--- config.mk ---
export PLATFORM = sky130hd
export DESIGN_NAME = vlhi_core
export DESIGN_NICKNAME = d
export VERILOG_FILES = /design/src/core/vlhi_pkg.sv /design/src/core/vlhi_core.sv
export SDC_FILE = /design/constraint.sdc
export NUM_CORES = 1
export LEC_CHECK = 0
export BUFFER_PORTS_ARGS = -buffer_cell sky130_fd_sc_hd__buf_4
export CAP_MARGIN = 5
export CORE_MARGIN = 10
export CORE_UTILIZATION = 45
export DETAILED_ROUTE_END_ITERATION = 8
export GPL_TIMING_DRIVEN = 0
export HOLD_SLACK_MARGIN = 0.1
export PLACE_DENSITY_LB_ADDON = 0.08
export SLEW_MARGIN = 20
export SYNTH_ARGS = -nofsm -noshare
export SYNTH_HDL_FRONTEND = slang
export SYNTH_SLANG_ARGS = --single-unit
--- constraint.sdc ---
create_clock -name i_clock -period 7.8 [get_ports i_clock]
set_input_delay 0.78 -clock i_clock [delete_from_list [all_inputs] [get_ports i_clock]]
set_output_delay 0.78 -clock i_clock [all_outputs]
set_load 0.02 [all_outputs]
--- src/core/vlhi_pkg.sv ---
// Package: constants and types for the link host interface block
package vlhi_pkg;

	// ------------------------------------------------------------
	// Register map (word index on the plain register port)
	// ------------------------------------------------------------
	localparam int unsigned  ADDR_W        = 3;
	localparam logic [2:0]   OFS_VECTOR    = 3'h0;
	localparam logic [2:0]   OFS_DATA      = 3'h1;
	localparam logic [2:0]   OFS_DELAY_CFG = 3'h2;
	localparam logic [2:0]   OFS_PORT_CTL  = 3'h3;
	localparam logic [2:0]   OFS_PORT_DATA = 3'h4;
	localparam logic [2:0]   OFS_PORT_DIR  = 3'h5;
	localparam logic [2:0]   OFS_CTL_TWO   = 3'h6;

	// ------------------------------------------------------------
	// Field positions
	// ------------------------------------------------------------
	localparam int unsigned  DCF_ONCHIP    = 7;   // transceiver select
	localparam int unsigned  DCF_RX_POLARITY_SELECT     = 6;   // receive polarity
	localparam int unsigned  PCT_ENABLE    = 0;   // link function enable
	localparam int unsigned  PCT_PULLUP    = 1;   // port pull-ups
	localparam int unsigned  PCT_REDUCED   = 2;   // reduced drive
	localparam int unsigned  CT2_DIGITAL_LOOPBACK     = 0;   // digital loopback
	localparam int unsigned  CT2_ANALOG_LOOPBACK     = 1;   // analog loopback
	localparam int unsigned  CT2_TX_END_OF_DATA_REQUEST      = 2;   // end-of-data request
	localparam int unsigned  PIN_RX        = 0;   // receive pin in port
	localparam int unsigned  PIN_TX        = 1;   // transmit pin in port

	// ------------------------------------------------------------
	// Reset values
	// ------------------------------------------------------------
	localparam logic [7:0]   RST_DELAY_CFG = 8'h00;
	localparam logic [7:0]   RST_PORT_CTL  = 8'h00;
	localparam logic [7:0]   RST_CTL_TWO   = 8'h00;
	localparam logic [6:0]   RST_PORT      = 7'h00;

	// ------------------------------------------------------------
	// Interrupt source codes, priority equals code
	// ------------------------------------------------------------
	localparam logic [3:0]   SRC_NONE      = 4'h0;
	localparam logic [3:0]   SRC_EOF       = 4'h1;
	localparam logic [3:0]   SRC_RX_IFR    = 4'h2;
	localparam logic [3:0]   SRC_RX_FULL   = 4'h3;
	localparam logic [3:0]   SRC_TX_EMPTY  = 4'h4;
	localparam logic [3:0]   SRC_ARB_LOSS  = 4'h5;
	localparam logic [3:0]   SRC_CRC       = 4'h6;
	localparam logic [3:0]   SRC_INVALID   = 4'h7;
	localparam logic [3:0]   SRC_WAKEUP    = 4'h8;

	// ------------------------------------------------------------
	// Timing
	// ------------------------------------------------------------
	localparam int unsigned  CLK_PERIOD_NS = 10;
	localparam int unsigned  US_NS         = 1000;
	localparam int unsigned  CYC_PER_US    = US_NS / CLK_PERIOD_NS;
	localparam int unsigned  DLY_BASE_US   = 9;   // delay at offset zero
	localparam int unsigned  DLY_STEP_US   = 1;   // delay per offset step
	localparam int unsigned  TAIL_BITS     = 2;   // logic-one bits after underrun

	// Events from the symbol layer
	typedef struct packed {
		logic       byte_valid;
		logic       byte_ifr;
		logic [7:0] byte_data;
		logic       eof;
		logic       arb_loss;
		logic       crc_err;
		logic       sym_invalid;
		logic       wakeup;
	} vlhi_evt_t;

	// Transmitter states
	typedef enum logic [1:0] {
		TX_IDLE  = 2'b00,
		TX_SHIFT = 2'b01,
		TX_TAIL  = 2'b10
	} vlhi_tx_st_t;

endpackage

--- src/core/vlhi_core.sv ---
// Module: register side, data double buffer and port pins of the link controller
`timescale 1ns/1ps

// Function
// - Vector byte is four times the pending source code, zero when idle.
// - Vector shows highest pending source; lower one appears once cleared.
// - Vector read clears reported source except data-servicing sources.
// - Receive sources clear after vector read then data byte read.
// - Transmit empty clears by vector read then data write, or end-of-data.
// - After invalid symbol cleared, no receive or transmit until end-of-frame.
// - Either loopback bit disconnects bus; no bus-derived conditions raised.
// - Finished shift register loads byte waiting in transmit shadow.
// - Transmit empty set once first bit shifted; shadow then accepts byte.
// - Received byte copied to receive shadow, sets full, overwritten by next.
// - Missing byte flags underrun; stop after byte plus two one bits.
// - Outside loopback, underrun truncation reported as invalid symbol condition.
// - Delay register readable always; one write normally, unlimited in special.
// - Transceiver select one means on-chip; software keeps it zero.
// - Receive polarity zero inverts receive pin, one passes it through.
// - Delay offset selects round trip 9 to 24 microseconds, 1 per step.
// - Link enable gives pins to controller; zero makes them general I/O.
// - Pull-up bit connects internal pull-ups when one.
// - Drive bit selects reduced drive strength when one.
// - Port data read gives pin level for inputs, latch for outputs.
// - Port writes skip link-driven pins; reset leaves pins as inputs.
// - Direction bit one makes pin output, zero input.
module vlhi_core
	import vlhi_pkg::*;
#(
	parameter int unsigned BIT_CYCLES = 64,  // clocks per transmitted bit
	parameter int unsigned PORT_W     = 7
) (
	input  wire logic              i_clock,
	input  wire logic              i_resetn,
	input  wire logic [ADDR_W-1:0] i_addr,
	input  wire logic [7:0]        i_wdata,
	input  wire logic              i_wr,
	input  wire logic              i_rd,
	output logic      [7:0]        o_rdata,
	input  wire logic              i_special_mode,
	input  wire vlhi_evt_t         i_evt,
	input  wire logic [PORT_W-1:0] i_pin_in,
	output logic      [PORT_W-1:0] o_pin_out,
	output logic      [PORT_W-1:0] o_pin_oe,
	output logic                   o_pullup_en,
	output logic                   o_reduced_drive,
	output logic                   o_rx_level,
	output logic      [11:0]       o_delay_cycles,
	output logic                   o_onchip_sel
);

	// ------------------------------------------------------------
	// Storage
	// ------------------------------------------------------------
	logic [8:1]        pend_ff,       nxt_pend;
	logic [7:0]        rdata_ff;
	logic [7:0]        dcfg_ff;
	logic              dcfg_lock_ff;
	logic [7:0]        pctl_ff;
	logic [7:0]        ctl2_ff;
	logic [PORT_W-1:0] pdata_ff;
	logic [PORT_W-1:0] pdir_ff;
	logic [PORT_W-1:0] pin_out_ff;
	logic [PORT_W-1:0] pin_oe_ff;
	logic              rx_level_ff;
	logic [11:0]       dly_ff;
	logic [7:0]        rx_shadow_ff;
	logic [7:0]        tx_shadow_ff;
	logic              tx_full_ff;
	logic [7:0]        tx_shift_ff;
	logic [2:0]        bit_cnt_ff;
	logic [15:0]       tick_cnt_ff;
	logic              tail_cnt_ff;
	logic              rx_arm_ff;     // vector read reported a receive source
	logic [3:0]        rx_arm_src_ff;
	logic              tx_arm_ff;     // vector read reported transmit empty
	logic              hush_ff;       // waiting for end-of-frame
	vlhi_tx_st_t       tx_st_ff,      nxt_tx_st;

	// ------------------------------------------------------------
	// Decode
	// ------------------------------------------------------------
	wire wr_data   = i_wr && (i_addr == OFS_DATA);
	wire wr_dcfg   = i_wr && (i_addr == OFS_DELAY_CFG);
	wire wr_pctl   = i_wr && (i_addr == OFS_PORT_CTL);
	wire wr_pdata  = i_wr && (i_addr == OFS_PORT_DATA);
	wire wr_pdir   = i_wr && (i_addr == OFS_PORT_DIR);
	wire wr_ctl2   = i_wr && (i_addr == OFS_CTL_TWO);
	wire rd_vec    = i_rd && (i_addr == OFS_VECTOR);
	wire rd_data   = i_rd && (i_addr == OFS_DATA);
	wire link_on   = pctl_ff[PCT_ENABLE];
	wire loop_on   = ctl2_ff[CT2_DIGITAL_LOOPBACK] | ctl2_ff[CT2_ANALOG_LOOPBACK];
	wire bus_live  = link_on && !loop_on;
	wire tx_end_of_data_request_set  = wr_ctl2 && i_wdata[CT2_TX_END_OF_DATA_REQUEST];

	wire [3:0] src_code = pend_ff[8] ? SRC_WAKEUP   :
	                      pend_ff[7] ? SRC_INVALID  :
	                      pend_ff[6] ? SRC_CRC      :
	                      pend_ff[5] ? SRC_ARB_LOSS :
	                      pend_ff[4] ? SRC_TX_EMPTY :
	                      pend_ff[3] ? SRC_RX_FULL  :
	                      pend_ff[2] ? SRC_RX_IFR   :
	                      pend_ff[1] ? SRC_EOF      : SRC_NONE;
	wire [7:0] vec_byte = {2'b00, src_code, 2'b00};
	wire       src_data = (src_code == SRC_RX_IFR) || (src_code == SRC_RX_FULL) ||
	                      (src_code == SRC_TX_EMPTY);

	// ------------------------------------------------------------
	// Transmitter timing
	// ------------------------------------------------------------
	wire bit_tick  = (tick_cnt_ff == 16'(BIT_CYCLES - 1));
	wire byte_end  = (tx_st_ff == TX_SHIFT) && bit_tick && (bit_cnt_ff == 3'h7);
	wire first_bit = (tx_st_ff == TX_SHIFT) && bit_tick && (bit_cnt_ff == 3'h0);
	wire tx_start  = (tx_st_ff == TX_IDLE) && tx_full_ff && link_on && !hush_ff;
	wire underrun  = byte_end && !tx_full_ff && !ctl2_ff[CT2_TX_END_OF_DATA_REQUEST];
	wire tx_reload = byte_end && tx_full_ff;

	// Transmitter next state
	always_comb begin
		nxt_tx_st = tx_st_ff;
		case (tx_st_ff)
			TX_IDLE: begin
				if (tx_start) begin
					nxt_tx_st = TX_SHIFT;
				end
			end
			TX_SHIFT: begin
				if (!link_on) begin
					nxt_tx_st = TX_IDLE;
				end else if (underrun) begin
					nxt_tx_st = TX_TAIL;
				end else if (byte_end && !tx_full_ff) begin
					nxt_tx_st = TX_IDLE;
				end
			end
			TX_TAIL: begin
				if (!link_on || (bit_tick && tail_cnt_ff)) begin
					nxt_tx_st = TX_IDLE;
				end
			end
			default: begin
				nxt_tx_st = TX_IDLE;
			end
		endcase
	end

	// ------------------------------------------------------------
	// Pending sources: set wins over clear
	// ------------------------------------------------------------
	logic [8:1] pend_set;
	logic [8:1] pend_clr;
	always_comb begin
		pend_set = '0;
		pend_clr = '0;
		pend_set[1] = bus_live && i_evt.eof;
		// no reception while waiting for end-of-frame
		pend_set[2] = bus_live && !hush_ff && i_evt.byte_valid && i_evt.byte_ifr;
		pend_set[3] = bus_live && !hush_ff && i_evt.byte_valid && !i_evt.byte_ifr;
		pend_set[4] = first_bit;
		pend_set[5] = bus_live && i_evt.arb_loss;
		pend_set[6] = bus_live && i_evt.crc_err;
		// truncated frame seen as invalid symbol
		pend_set[7] = (bus_live && i_evt.sym_invalid) || (bus_live && underrun);
		pend_set[8] = bus_live && i_evt.wakeup;
		if (rd_vec && (src_code != SRC_NONE) && !src_data) begin
			pend_clr[src_code] = 1'b1;
		end
		if (rd_data && rx_arm_ff) begin
			pend_clr[rx_arm_src_ff] = 1'b1;
		end
		// data write after vector read, or end-of-data
		if ((wr_data && tx_arm_ff) || tx_end_of_data_request_set) begin
			pend_clr[4] = 1'b1;
		end
		nxt_pend = (pend_ff & ~pend_clr) | pend_set;
	end

	// ------------------------------------------------------------
	// Read mux
	// ------------------------------------------------------------
	// inputs show pin, outputs show latch
	wire [PORT_W-1:0] pdata_rd = (pdir_ff & pdata_ff) | (~pdir_ff & i_pin_in);
	wire [7:0] rd_mux = (i_addr == OFS_VECTOR)    ? vec_byte :
	                    (i_addr == OFS_DATA)      ? rx_shadow_ff :
	                    (i_addr == OFS_DELAY_CFG) ? dcfg_ff :
	                    (i_addr == OFS_PORT_CTL)  ? pctl_ff :
	                    (i_addr == OFS_PORT_DATA) ? 8'(pdata_rd) :
	                    (i_addr == OFS_PORT_DIR)  ? 8'(pdir_ff) :
	                    (i_addr == OFS_CTL_TWO)   ? ctl2_ff : 8'h00;

	// ------------------------------------------------------------
	// Pin mapping
	// ------------------------------------------------------------
	// link takes receive and transmit pins
	wire [PORT_W-1:0] link_mask = link_on ? PORT_W'(2'b11) : '0;
	wire              tx_level  = (tx_st_ff == TX_SHIFT) ? tx_shift_ff[7] : (tx_st_ff == TX_TAIL);
	wire [PORT_W-1:0] gp_oe     = pdir_ff & ~link_mask;
	wire [PORT_W-1:0] nxt_oe    = gp_oe | (link_on ? PORT_W'(1) << PIN_TX : '0);
	wire [PORT_W-1:0] nxt_out   = (pdata_ff & gp_oe) | (link_on ? PORT_W'(tx_level) << PIN_TX : '0);
	wire              rx_true   = i_pin_in[PIN_RX] ^ ~dcfg_ff[DCF_RX_POLARITY_SELECT];
	// nine microseconds plus one per step
	wire [11:0]       nxt_dly   = 12'((DLY_BASE_US + DLY_STEP_US * dcfg_ff[3:0]) * CYC_PER_US);

	// ------------------------------------------------------------
	// Sequential: registers and flags
	// ------------------------------------------------------------
	// Software registers
	always_ff @(posedge i_clock or negedge i_resetn) begin
		if (!i_resetn) begin
			dcfg_ff      <= RST_DELAY_CFG;
			dcfg_lock_ff <= 1'b0;
			pctl_ff      <= RST_PORT_CTL;
			pdata_ff     <= RST_PORT;
			pdir_ff      <= RST_PORT;
			rdata_ff     <= 8'h00;
		end else begin
			rdata_ff <= i_rd ? rd_mux : 8'h00;
			if (wr_dcfg && (!dcfg_lock_ff || i_special_mode)) begin
				dcfg_ff      <= i_wdata;
				dcfg_lock_ff <= !i_special_mode;
			end
			if (wr_pctl) begin
				pctl_ff <= {5'h00, i_wdata[2:0]};
			end
			// latch only, link pins ignore it
			if (wr_pdata) begin
				pdata_ff <= i_wdata[PORT_W-1:0];
			end
			if (wr_pdir) begin
				pdir_ff <= i_wdata[PORT_W-1:0];
			end
		end
	end

	// Control two, end-of-data held until transmitter idles
	always_ff @(posedge i_clock or negedge i_resetn) begin
		if (!i_resetn) begin
			ctl2_ff <= RST_CTL_TWO;
		end else if (wr_ctl2) begin
			ctl2_ff <= {5'h00, i_wdata[2] | ctl2_ff[CT2_TX_END_OF_DATA_REQUEST], i_wdata[1:0]};
		end else if (byte_end && !tx_full_ff) begin
			ctl2_ff[CT2_TX_END_OF_DATA_REQUEST] <= 1'b0;
		end
	end

	// Flags and service arming
	always_ff @(posedge i_clock or negedge i_resetn) begin
		if (!i_resetn) begin
			pend_ff       <= '0;
			rx_arm_ff     <= 1'b0;
			rx_arm_src_ff <= SRC_NONE;
			tx_arm_ff     <= 1'b0;
			hush_ff       <= 1'b0;
		end else begin
			pend_ff <= nxt_pend;
			if (rd_vec) begin
				rx_arm_ff     <= (src_code == SRC_RX_IFR) || (src_code == SRC_RX_FULL);
				rx_arm_src_ff <= src_code;
				tx_arm_ff     <= (src_code == SRC_TX_EMPTY);
			end else begin
				rx_arm_ff <= rx_arm_ff && !rd_data;
				tx_arm_ff <= tx_arm_ff && !wr_data;
			end
			// quiet from invalid clear until end-of-frame
			if (pend_clr[7]) begin
				hush_ff <= 1'b1;
			end else if (bus_live && i_evt.eof) begin
				hush_ff <= 1'b0;
			end
		end
	end

	// Receive shadow
	always_ff @(posedge i_clock or negedge i_resetn) begin
		if (!i_resetn) begin
			rx_shadow_ff <= 8'h00;
		end else if (bus_live && !hush_ff && i_evt.byte_valid) begin
			rx_shadow_ff <= i_evt.byte_data;
		end
	end

	// Transmit shadow and shifter
	always_ff @(posedge i_clock or negedge i_resetn) begin
		if (!i_resetn) begin
			tx_shadow_ff <= 8'h00;
			tx_full_ff   <= 1'b0;
			tx_shift_ff  <= 8'h00;
			bit_cnt_ff   <= 3'h0;
			tick_cnt_ff  <= 16'h0000;
			tail_cnt_ff  <= 1'b0;
			tx_st_ff     <= TX_IDLE;
		end else begin
			tx_st_ff    <= nxt_tx_st;
			tick_cnt_ff <= (tx_st_ff == TX_IDLE || bit_tick) ? 16'h0000 : tick_cnt_ff + 16'h0001;
			if (wr_data) begin
				tx_shadow_ff <= i_wdata;
				tx_full_ff   <= 1'b1;
			end else if (tx_start || tx_reload) begin
				tx_full_ff <= 1'b0;
			end
			if (tx_start || tx_reload) begin
				tx_shift_ff <= tx_shadow_ff;
				bit_cnt_ff  <= 3'h0;
			end else if (tx_st_ff == TX_SHIFT && bit_tick) begin
				tx_shift_ff <= {tx_shift_ff[6:0], 1'b0};
				bit_cnt_ff  <= bit_cnt_ff + 3'h1;
			end
			if (underrun) begin
				tail_cnt_ff <= 1'b0;
			end else if (tx_st_ff == TX_TAIL && bit_tick) begin
				tail_cnt_ff <= 1'b1;
			end
		end
	end

	// Pin and configuration outputs
	always_ff @(posedge i_clock or negedge i_resetn) begin
		if (!i_resetn) begin
			pin_out_ff  <= RST_PORT;
			pin_oe_ff   <= RST_PORT;
			rx_level_ff <= 1'b0;
			dly_ff      <= 12'h000;
		end else begin
			pin_out_ff  <= nxt_out;
			pin_oe_ff   <= nxt_oe;
			rx_level_ff <= bus_live && rx_true;
			dly_ff      <= nxt_dly;
		end
	end

	// ------------------------------------------------------------
	// Outputs
	// ------------------------------------------------------------
	assign o_rdata         = rdata_ff;
	assign o_pin_out       = pin_out_ff;
	assign o_pin_oe        = pin_oe_ff;
	assign o_pullup_en     = pctl_ff[PCT_PULLUP];
	assign o_reduced_drive = pctl_ff[PCT_REDUCED];
	assign o_rx_level      = rx_level_ff;
	assign o_delay_cycles  = dly_ff;
	// select bit passed out, on-chip unused here
	assign o_onchip_sel    = dcfg_ff[DCF_ONCHIP];
endmodule

# Yosys cells after proc, flatten, opt, wreduce, memory -nomap -nowiden
# Index checks and enable logic that the tools add are counted.
dict set report totals {
  ff_bits 124
  input_bits 38
  output_inout_bits 38
  elab_cells 184
}
dict set report classes {
  add_sub_neg 3
  mul 1
  order_cmp 4
  n_eq_ne 16
  muxes 48
  bitwise 17
  n_reduce_logical 70
}
# operator count
set op_table {}
lappend op_table {{$mux W8} 8}
lappend op_table {{$logic_and A1 B1 Y1} 41}
lappend op_table {{$and A7 B7 Y7} 4}
lappend op_table {{$mux W3} 7}
lappend op_table {{$mux W7} 3}
lappend op_table {{$mux W2} 10}
lappend op_table {{$add A16 B1 Y16 const B} 1}
lappend op_table {{$eq A16 B6 Y1 const B} 1}
lappend op_table {{$mux W16} 1}
lappend op_table {{$or A8 B8 Y8} 2}
lappend op_table {{$mux W1} 15}
lappend op_table {{$or A7 B2 Y7} 2}
lappend op_table {{$eq A3 B3 Y1 const B} 4}
lappend op_table {{$logic_not A1 Y1} 11}
lappend op_table {{$lt A4 B5 Y1 const B} 2}
lappend op_table {{$mul A5 B5 Y10 const B} 1}
lappend op_table {{$reduce_bool A2 Y1} 5}
lappend op_table {{$and A8 B8 Y8} 1}
lappend op_table {{$demux W1 S4} 2}
lappend op_table {{$eq A4 B2 Y1 const B} 2}
lappend op_table {{$ge A4 B1 Y1 const B} 2}
lappend op_table {{$logic_or A1 B1 Y1} 8}
lappend op_table {{$not A8 Y8} 1}
lappend op_table {{$not A2 Y7} 1}
lappend op_table {{other kinds (20)} 24}

# Logic depth before layout (Yosys ltp)
# Gate-level depths: netlist of the first run.
dict set report logic_depth {
  ltp_word 20
  depth_mapped 11
  mapped_depth_nobuf 11
}

# Worst setup path after synthesis of the first run
# OpenSTA, ideal clock, no wires.
dict set report synth_timing {
  path_kind {register -> register}
  startpoint {reg dcfg_ff[0]}
  endpoint {reg dly_ff[11] (netlist: o_delay_cycles[11])}
  setup_ps 124
  arrival_time_ps 2399
  required_time_ps 7676
  slack_ps 5277
  stages_incl_launch_ff 11
  path_buffers 0
  synth_period_minus_slack_ps 2523
  cell_sequence {dfrtp_1 ha_1 a21o_1 ha_1 ha_1 ha_1 ha_1 nand2_1 o21bai_1 a21oi_1 xnor2_1}
}
dict set report synth_between {
  elab_chain_cells 2
}
# element line_no
set synth_rtl {}
lappend synth_rtl {{start, declared} vlhi_core.sv:57} ;# logic [7:0] dcfg_ff;
lappend synth_rtl {{start signal, assigned} vlhi_core.sv:219} ;# dcfg_ff <= i_wdata;
lappend synth_rtl {{$add A4 B4 Y5} vlhi_core.sv:202} ;# wire [11:0] nxt_dly = 12'((DLY_BASE_US + DLY_STEP_US * dcfg_ff[3:0]) * CYC_PER_US);
lappend synth_rtl {{$mul A5 B5 Y10} vlhi_core.sv:202}
lappend synth_rtl {{net nxt_dly[11]} vlhi_core.sv:202}
lappend synth_rtl {{end signal, assigned} vlhi_core.sv:327} ;# dly_ff <= nxt_dly;
lappend synth_rtl {{end, declared} vlhi_core.sv:66} ;# logic [11:0] dly_ff;
# The timed path passes the listed nets, and every way through them passes these cells.
# A chain may end at the register's enable or synchronous reset.

# Final worst setup path of the first run
# Same ends and word-level chain as after synthesis.

==> out/metrics.csv, run 1 <==
metric,value,unit
status,"finished, final reports clean",
grt_pass1_vias,4244,
cts_root_buf,clkbuf_16,
setup-violations-final,0,
postSynthAreaPerCell,11.5,sq um
switching_share,30.8,%
fin_util,56.3,%
diodes,0,
fin_ws,5150,ps
tritoncts,built,
drtAntennaViolNets,0,
crit_chain,"ha_1, a21o_1, ha_1, ha_1, ha_1, ha_1, nand2_1, o21bai_1, a21oi_1, xnor2_1",
drt_iter0_drc,219,
yosysMostFrequentCell,dfrtp_1,
gp_congestion,0.850,
drt-vias-per-instance,5.24,
drive_above_1_share,27.1,%
io_pins,76,
clkLatencyLatePin,410,ps
hold_slack,338,ps
syn_inst,494,
clk_pin_slew,60,ps
crit_type,register to register,
wire_per_inst,17.3,um
synthTopCellsByCount,"124 x dfrtp_1, 45 x mux2_2, 37 x nor2_1",
syn_to_final_growth,23.8,%
dp_hpwl,9.85,mm
drv_cap,0,
clock_sinks,124,
fin_total_pwr,2.29,mW
synth-edff-count,0,
fin_area,7040,sq um
critical_path.top_delay_family,adder cells,
report.final.slew_viol_count,0,
fp-row-count,41,
clkPwrFrac,32.3,%
port_buffers,73,
dieWidth,132,um
wl,13.4,mm
start_util,45.4,%
clock.fmax,0.377,GHz
slowest_stage,dfrtp_1,
layout.nets,648,
path_buf_inv,0,
post_cts_buffers,0,
dpl_cell_area,6480,sq um
dieArea,17500,sq um
powerDensity,325,nW/um^2
synth.largest_area_cell,dfrtp_1,
fillers,1118,
place_ws,4870,ps
synthDistinctLibCells,65,
p_int,1.58,mW
via_count,4049,
crit_path_max_incr_delay,450,ps
peakVddDrop,0.000197,V
cts_made_buffers,17,
crit_fanout,7,
combPwrFrac,27.0,%
cts_resized,0,
hp-class,input pin to async pin,
die_y,132,um
fin_tns_setup,0,ps
max-slew-margin-rel,38.1,%
ys_seq_elements,124,
holdBufCountCts,0,
synthesis.area,5690,sq um
post-route-drc-count,0,
final_cell_count_no_fill,773,
grt_pass1_wl,22.1,mm
ys_seq_area_share,54.6,%
seq_power_share,40.7,%
antenna_found_initial,0,
hold_violations,0,
cts_buffer_depth,2,
ys_warn_count,0,
p_switching,0.704,mW
synthArstFlopShare,100,%
firstDrtPassIters,4,
grt_max_degree,68,
final.min_clock_period,2650,ps
cp_common_cell,ha_1,
htree_levels,4,
synth_flop_cell,dfrtp_1,
required,8130,ps
track_usage,15.8,%
worstMarginPinSlew,922,ps
rsz0062_at_grt,no,
start_kind,register,
core_area,12500,sq um
skew,6.90,ps
cp.arrival,2990,ps
place_inst,741,
grt.overflow.total,0,
end_kind,register,
synth.area.top_cells,"dfrtp_1 55%, mux2_2 8.9%, ha_1 4.6%",
finalCritPeriodShare,34.0,%
p_leak,3.22,nW
synth_top_area_share,54.6,%
## flip-flops by register name, indices dropped and copies added (netlist names), 2 cells and up
| signal | cells |
|---|---|
| bit_cnt_ff | 3 |
| ctl2_ff | 3 |
| dcfg_ff | 8 |
| o_delay_cycles | 10 |
| o_pin_oe | 7 |
| o_pin_out | 7 |
| o_rdata | 8 |
| pctl_ff | 3 |
| pdata_ff | 7 |
| pdir_ff | 7 |
| pend_ff | 8 |
| rx_arm_src_ff | 4 |
| rx_shadow_ff | 8 |
| tick_cnt_ff | 16 |
| tx_shadow_ff | 8 |
| tx_shift_ff | 8 |
| tx_st_ff | 2 |
## kinds of logic after synthesis
group,count (synthesis),share of synthesized area [%]
buffers and inverters,36,2.66
flip-flops,124,54.6
AND/OR/NAND/NOR,142,13.1
AO/OA/AOI/OAI,98,11.7
multiplexers,48,9.44
XOR/XNOR,23,3.54
adder cells (fa/ha/maj),22,4.97
other,1,0.0659
## path summary, 6_finish.rpt
path	from	end	slack, ps	depth (start not counted)
worst max-delay path	dcfg_ff[0]	o_delay_cycles[11]	5150	10
worst min-delay path	i_resetn	o_rdata[5]	340	1
worst max register to register	dcfg_ff[0]	o_delay_cycles[11]	5150	10
worst min register to register	pdir_ff[2]	o_pin_oe[2]	420	0
max in group asynchronous	i_resetn	rx_arm_ff	6760	2
min in group i_clock	pdir_ff[2]	o_pin_oe[2]	420	0
## power groups by stage
stage               clock (mW)  combinational, mW  sequential [mW]
floorplan                    0              0.374            0.964
global placement             0              0.614            0.936
detailed placement           0              0.626            0.938
CTS                      0.750              0.631            0.931
global route             0.779              0.694            0.953
finish                   0.737              0.617            0.930
## worst register-to-register path, delay by kind of cell (launching register included)
| family | cells | cell delay (ps) |
|---|---|---|
| fa+ha+maj | 5 | 1440 |
| flops | 1 | 450 |
| compound gates | 3 | 450 |
| xor+xnor | 1 | 130 |
| simple gates | 1 | 80 |
## cells in the final DEF (no fill, tap or decap), types with 3 or more instances in the layout
master / instances
o22ai_1: 10
buf_1: 3
mux2_2: 45
nand3_1: 14
buf_4: 74
o41ai_1: 3
nor3_1: 3
nor2b_1: 7
ha_1: 21
nor2_1: 37
mux2i_1: 3
clkbuf_8: 4
xnor2_1: 8
a21oi_1: 22
clkbuf_16: 17
o31ai_1: 4
a2bb2oi_1: 6
o21ai_1: 3
a22oi_1: 6
clkbuf_1: 12
and3_1: 6
nand3b_1: 4
nor3b_1: 3
inv_1: 18
dfrtp_1: 124
or2_2: 3
nand4_1: 6
o21ai_0: 21
nand2_1: 34
nand2b_1: 5
and2_1: 7
xor2_1: 15
clkinv_2: 7
## cell type report
| type | instances | area, sq um | share of cell area, % |
|---|---|---|---|
| plain buffers | 16 | 76.3 | 1.08 |
| flip-flops and latches | 124 | 3100 | 44.1 |
| clock buffers | 24 | 492 | 6.98 |
| clock inverters | 8 | 65.1 | 0.924 |
| inverters | 20 | 75.1 | 1.07 |
| multi-input cells | 335 | 2440 | 34.6 |
| well taps | 172 | 215 | 3.06 |
| repair buffers | 74 | 579 | 8.23 |
## per-layer routing
metal | share of wire (%) | wire (um) | global-route usage, % | vias to the layer above
met5 | 0 | 0 | 0 | -
met4 | 0.96 | 129 | 6.72 | 0
met3 | 5.0 | 669 | 4.43 | 10
met2 | 48 | 6410 | 24.4 | 79
met1 | 46 | 6190 | 20.3 | 2011
li1 | - | - | - | 1949
No activity file was read; power rests on OpenSTA's default activity.
==> inputs of run 2 (changes only) <==
==> constraint.sdc (replaced) <==
create_clock -name i_clock -period 2.45 [get_ports i_clock]
set_input_delay 0.245 -clock i_clock [delete_from_list [all_inputs] [get_ports i_clock]]
set_output_delay 0.245 -clock i_clock [all_outputs]
set_load 0.02 [all_outputs]
==> run 2 against run 1 <==
- via count increased by 2.9%
- worst setup slack got worse by 5100 ps
- clock power increased to 3.4 times the previous value
- register-to-register slack got worse by 5100 ps
- final cell count increased by 3.8%
- sequential power increased to 3.2 times the previous value
- non-clock buffer count increased by 30
- cell area increased by 7.4%
- worst hold slack got worse by 230 ps
- utilization increased by 4.2 points
- critical path type unchanged
- largest power group unchanged
==> out/metrics.csv, run 2 (synthesized netlist as in run 1, its figures left out) <==
metric,value,unit,change
status,"finished, final reports clean",,
wire_per_inst,17.7,um,+2.1%
clkLatencyLatePin,420,ps,about the same
cp.arrival,2700,ps,-290 ps
diodes,0,,unchanged
cp_num_cells,10,,unchanged
critical_path.top_delay_family,adder cells,,
skew,7.91,ps,+1.01 ps
endpoint,o_delay_cycles[11],,
top_register,tick_cnt_ff,,
place_ws,-210,ps,-5080 ps
fp-row-count,41,,unchanged
slowest_stage,dfrtp_2,,
hold_slack,112,ps,-226 ps
largest_reg_flops,16,,unchanged
crit_fanout,5,,-2
tritoncts,built,,
cts_buffer_depth,2,,unchanged
clk_pin_slew,60,ps,about the same
track_usage,16.4,%,+0.64 points
peakVddDrop,0.000860,V,+340%
clock.fmax,0.417,GHz,+11%
crit_path_start,dcfg_ff[0],,
p_leak,3.36,nW,+4.3%
core_area,12500,sq um,unchanged
dieWidth,132,um,unchanged
post-route-drc-count,0,,unchanged
start_util,45.4,%,unchanged
firstDrtPassIters,4,,unchanged
io_pins,76,,unchanged
hold_violations,0,,unchanged
cts_root_buf,clkbuf_16,,
gp_congestion,0.853,,+0.41%
drive_above_1_share,31.0,%,+3.8 points
rsz0062_at_grt,yes,,
drtAntennaViolNets,0,,unchanged
grt.overflow.total,0,,unchanged
grt_pass1_wl,23.0,mm,+3.9%
antenna_found_initial,0,,unchanged
port_buffers,73,,unchanged
final.min_clock_period,2400,ps,-253 ps
end_kind,register,,
grt_max_degree,71,,+4.4%
clock_sinks,124,,unchanged
syn_to_final_growth,33.0,%,
setup-violations-final,0,,unchanged
required,2760,ps,-5370 ps
final_common_cell,dfrtp_1,,
start_kind,register,,
reg2reg_from,dcfg_ff[0],,
path_buf_inv,0,,unchanged
finalCritPeriodShare,97.9,%,+64 points
max-slew-margin-rel,38.8,%,+0.74 points
dieArea,17500,sq um,unchanged
wl,14.2,mm,+5.9%
layout.nets,678,,+4.6%
r2r.worst_path.cells,10,,unchanged
crit_chain,"ha_4, a21o_4, ha_4, ha_4, ha_4, ha_4, nand2_2, o21bai_1, a21oi_1, xnor2_1",,
cts_made_buffers,17,,unchanged
report.final.slew_viol_count,0,,unchanged
crit_type,register to register,,
dp_hpwl,9.86,mm,about the same
r2r-end,o_delay_cycles[11],,
htree_levels,4,,unchanged
drv_cap,0,,unchanged
worstMarginPinSlew,911,ps,-11.1 ps
via_count,4167,,+2.9%
cp_common_cell,ha_4,,
powerDensity,1050,nW/um^2,+220%
drt-vias-per-instance,5.20,,-0.81%
die_y,132,um,unchanged
drt_iter0_drc,276,,+26%
r2r_slack,50,ps,-5100 ps
fin_util,60.4,%,+4.2 points
fin_total_pwr,7.92,mW,+250%
grt_pass1_vias,4394,,+3.5%
mostFrequentLayoutCells,"121 x dfrtp_1, 82 x buf_4, 45 x mux2_2",,
fin_ws,51.5,ps,-5100 ps
hp-class,input pin to register,,
crit_path_max_incr_delay,470,ps,+20 ps
## run 2: cell count changes in the layout (fill, tap and decap cells not counted), moves of 3 or more
cell / before / now
clkinv_2: 7 / 3
ha_1: 21 / 10
dfrtp_2: 0 / 3
dlygate4sd3_1: 0 / 22
dfrtp_1: 124 / 121
ha_4: 0 / 10
buf_4: 74 / 82
## run 2: what timing repair did
item / CTS / global route
pin swaps: 4 / 15
endpoints found under the hold margin: 100 / 0
setup buffers: 6 / 2
resized for setup: 14 / 11
hold buffers: 22 / 0
setup endpoints to repair: 3 / 13
## run 2: final cells by class
class	instances	area, sq um
Fill cell	1071	4950
Sequential cell	124	3110
Multi-Input combinational cell	335	2630
Timing Repair Buffer	104	860
Clock buffer	25	515
Tap cell	172	215
Clock inverter	6	82.6
Buffer	16	76.3
Inverter	20	75.1
## run 2: power by group
| part | switching [mW] | total (mW) | internal [mW] | leakage [nW] |
|---|---|---|---|---|
| clock | 0.868 | 2.51 | 1.65 | 0.295 |
| sequential | 0.400 | 2.98 | 2.58 | 1.53 |
| combinational | 1.16 | 2.42 | 1.25 | 1.53 |
## run 2: through the flow
| stage | std cells | setup TNS (ps) | area (sq um) |
|---|---|---|---|
| floorplan | 495 | 0 | 5720 |
| global placement | 740 | -275 | 6480 |
| detailed placement | 741 | -422 | 6510 |
| CTS | 800 | 0 | 7470 |
| global route | 802 | -85.8 | 7560 |
| finish | 802 | 0 | 7560 |
## run 2: how the worst min path moves through the flow
stage                          start            end  depth (start not counted)
after floorplan             i_resetn  bit_cnt_ff[0]                          0
after global placement    pdir_ff[2]    o_pin_oe[2]                          0
after detailed placement    i_resetn   o_pin_out[6]                          1
after CTS                 i_wdata[1]     pdir_ff[1]                          2
after global routing      i_wdata[1]     pdir_ff[1]                          2
final                     i_wdata[1]     pdir_ff[1]                          2
## run 2: layer usage
metal | track usage, % | part of all wire, % | vias to the layer above
li1 | - | - | 2008
met3 | 5.11 | 4.5 | 15
met5 | 0 | 0 | -
met4 | 6.42 | 1.3 | 0
met1 | 20.0 | 45 | 2062
met2 | 26.7 | 49 | 82
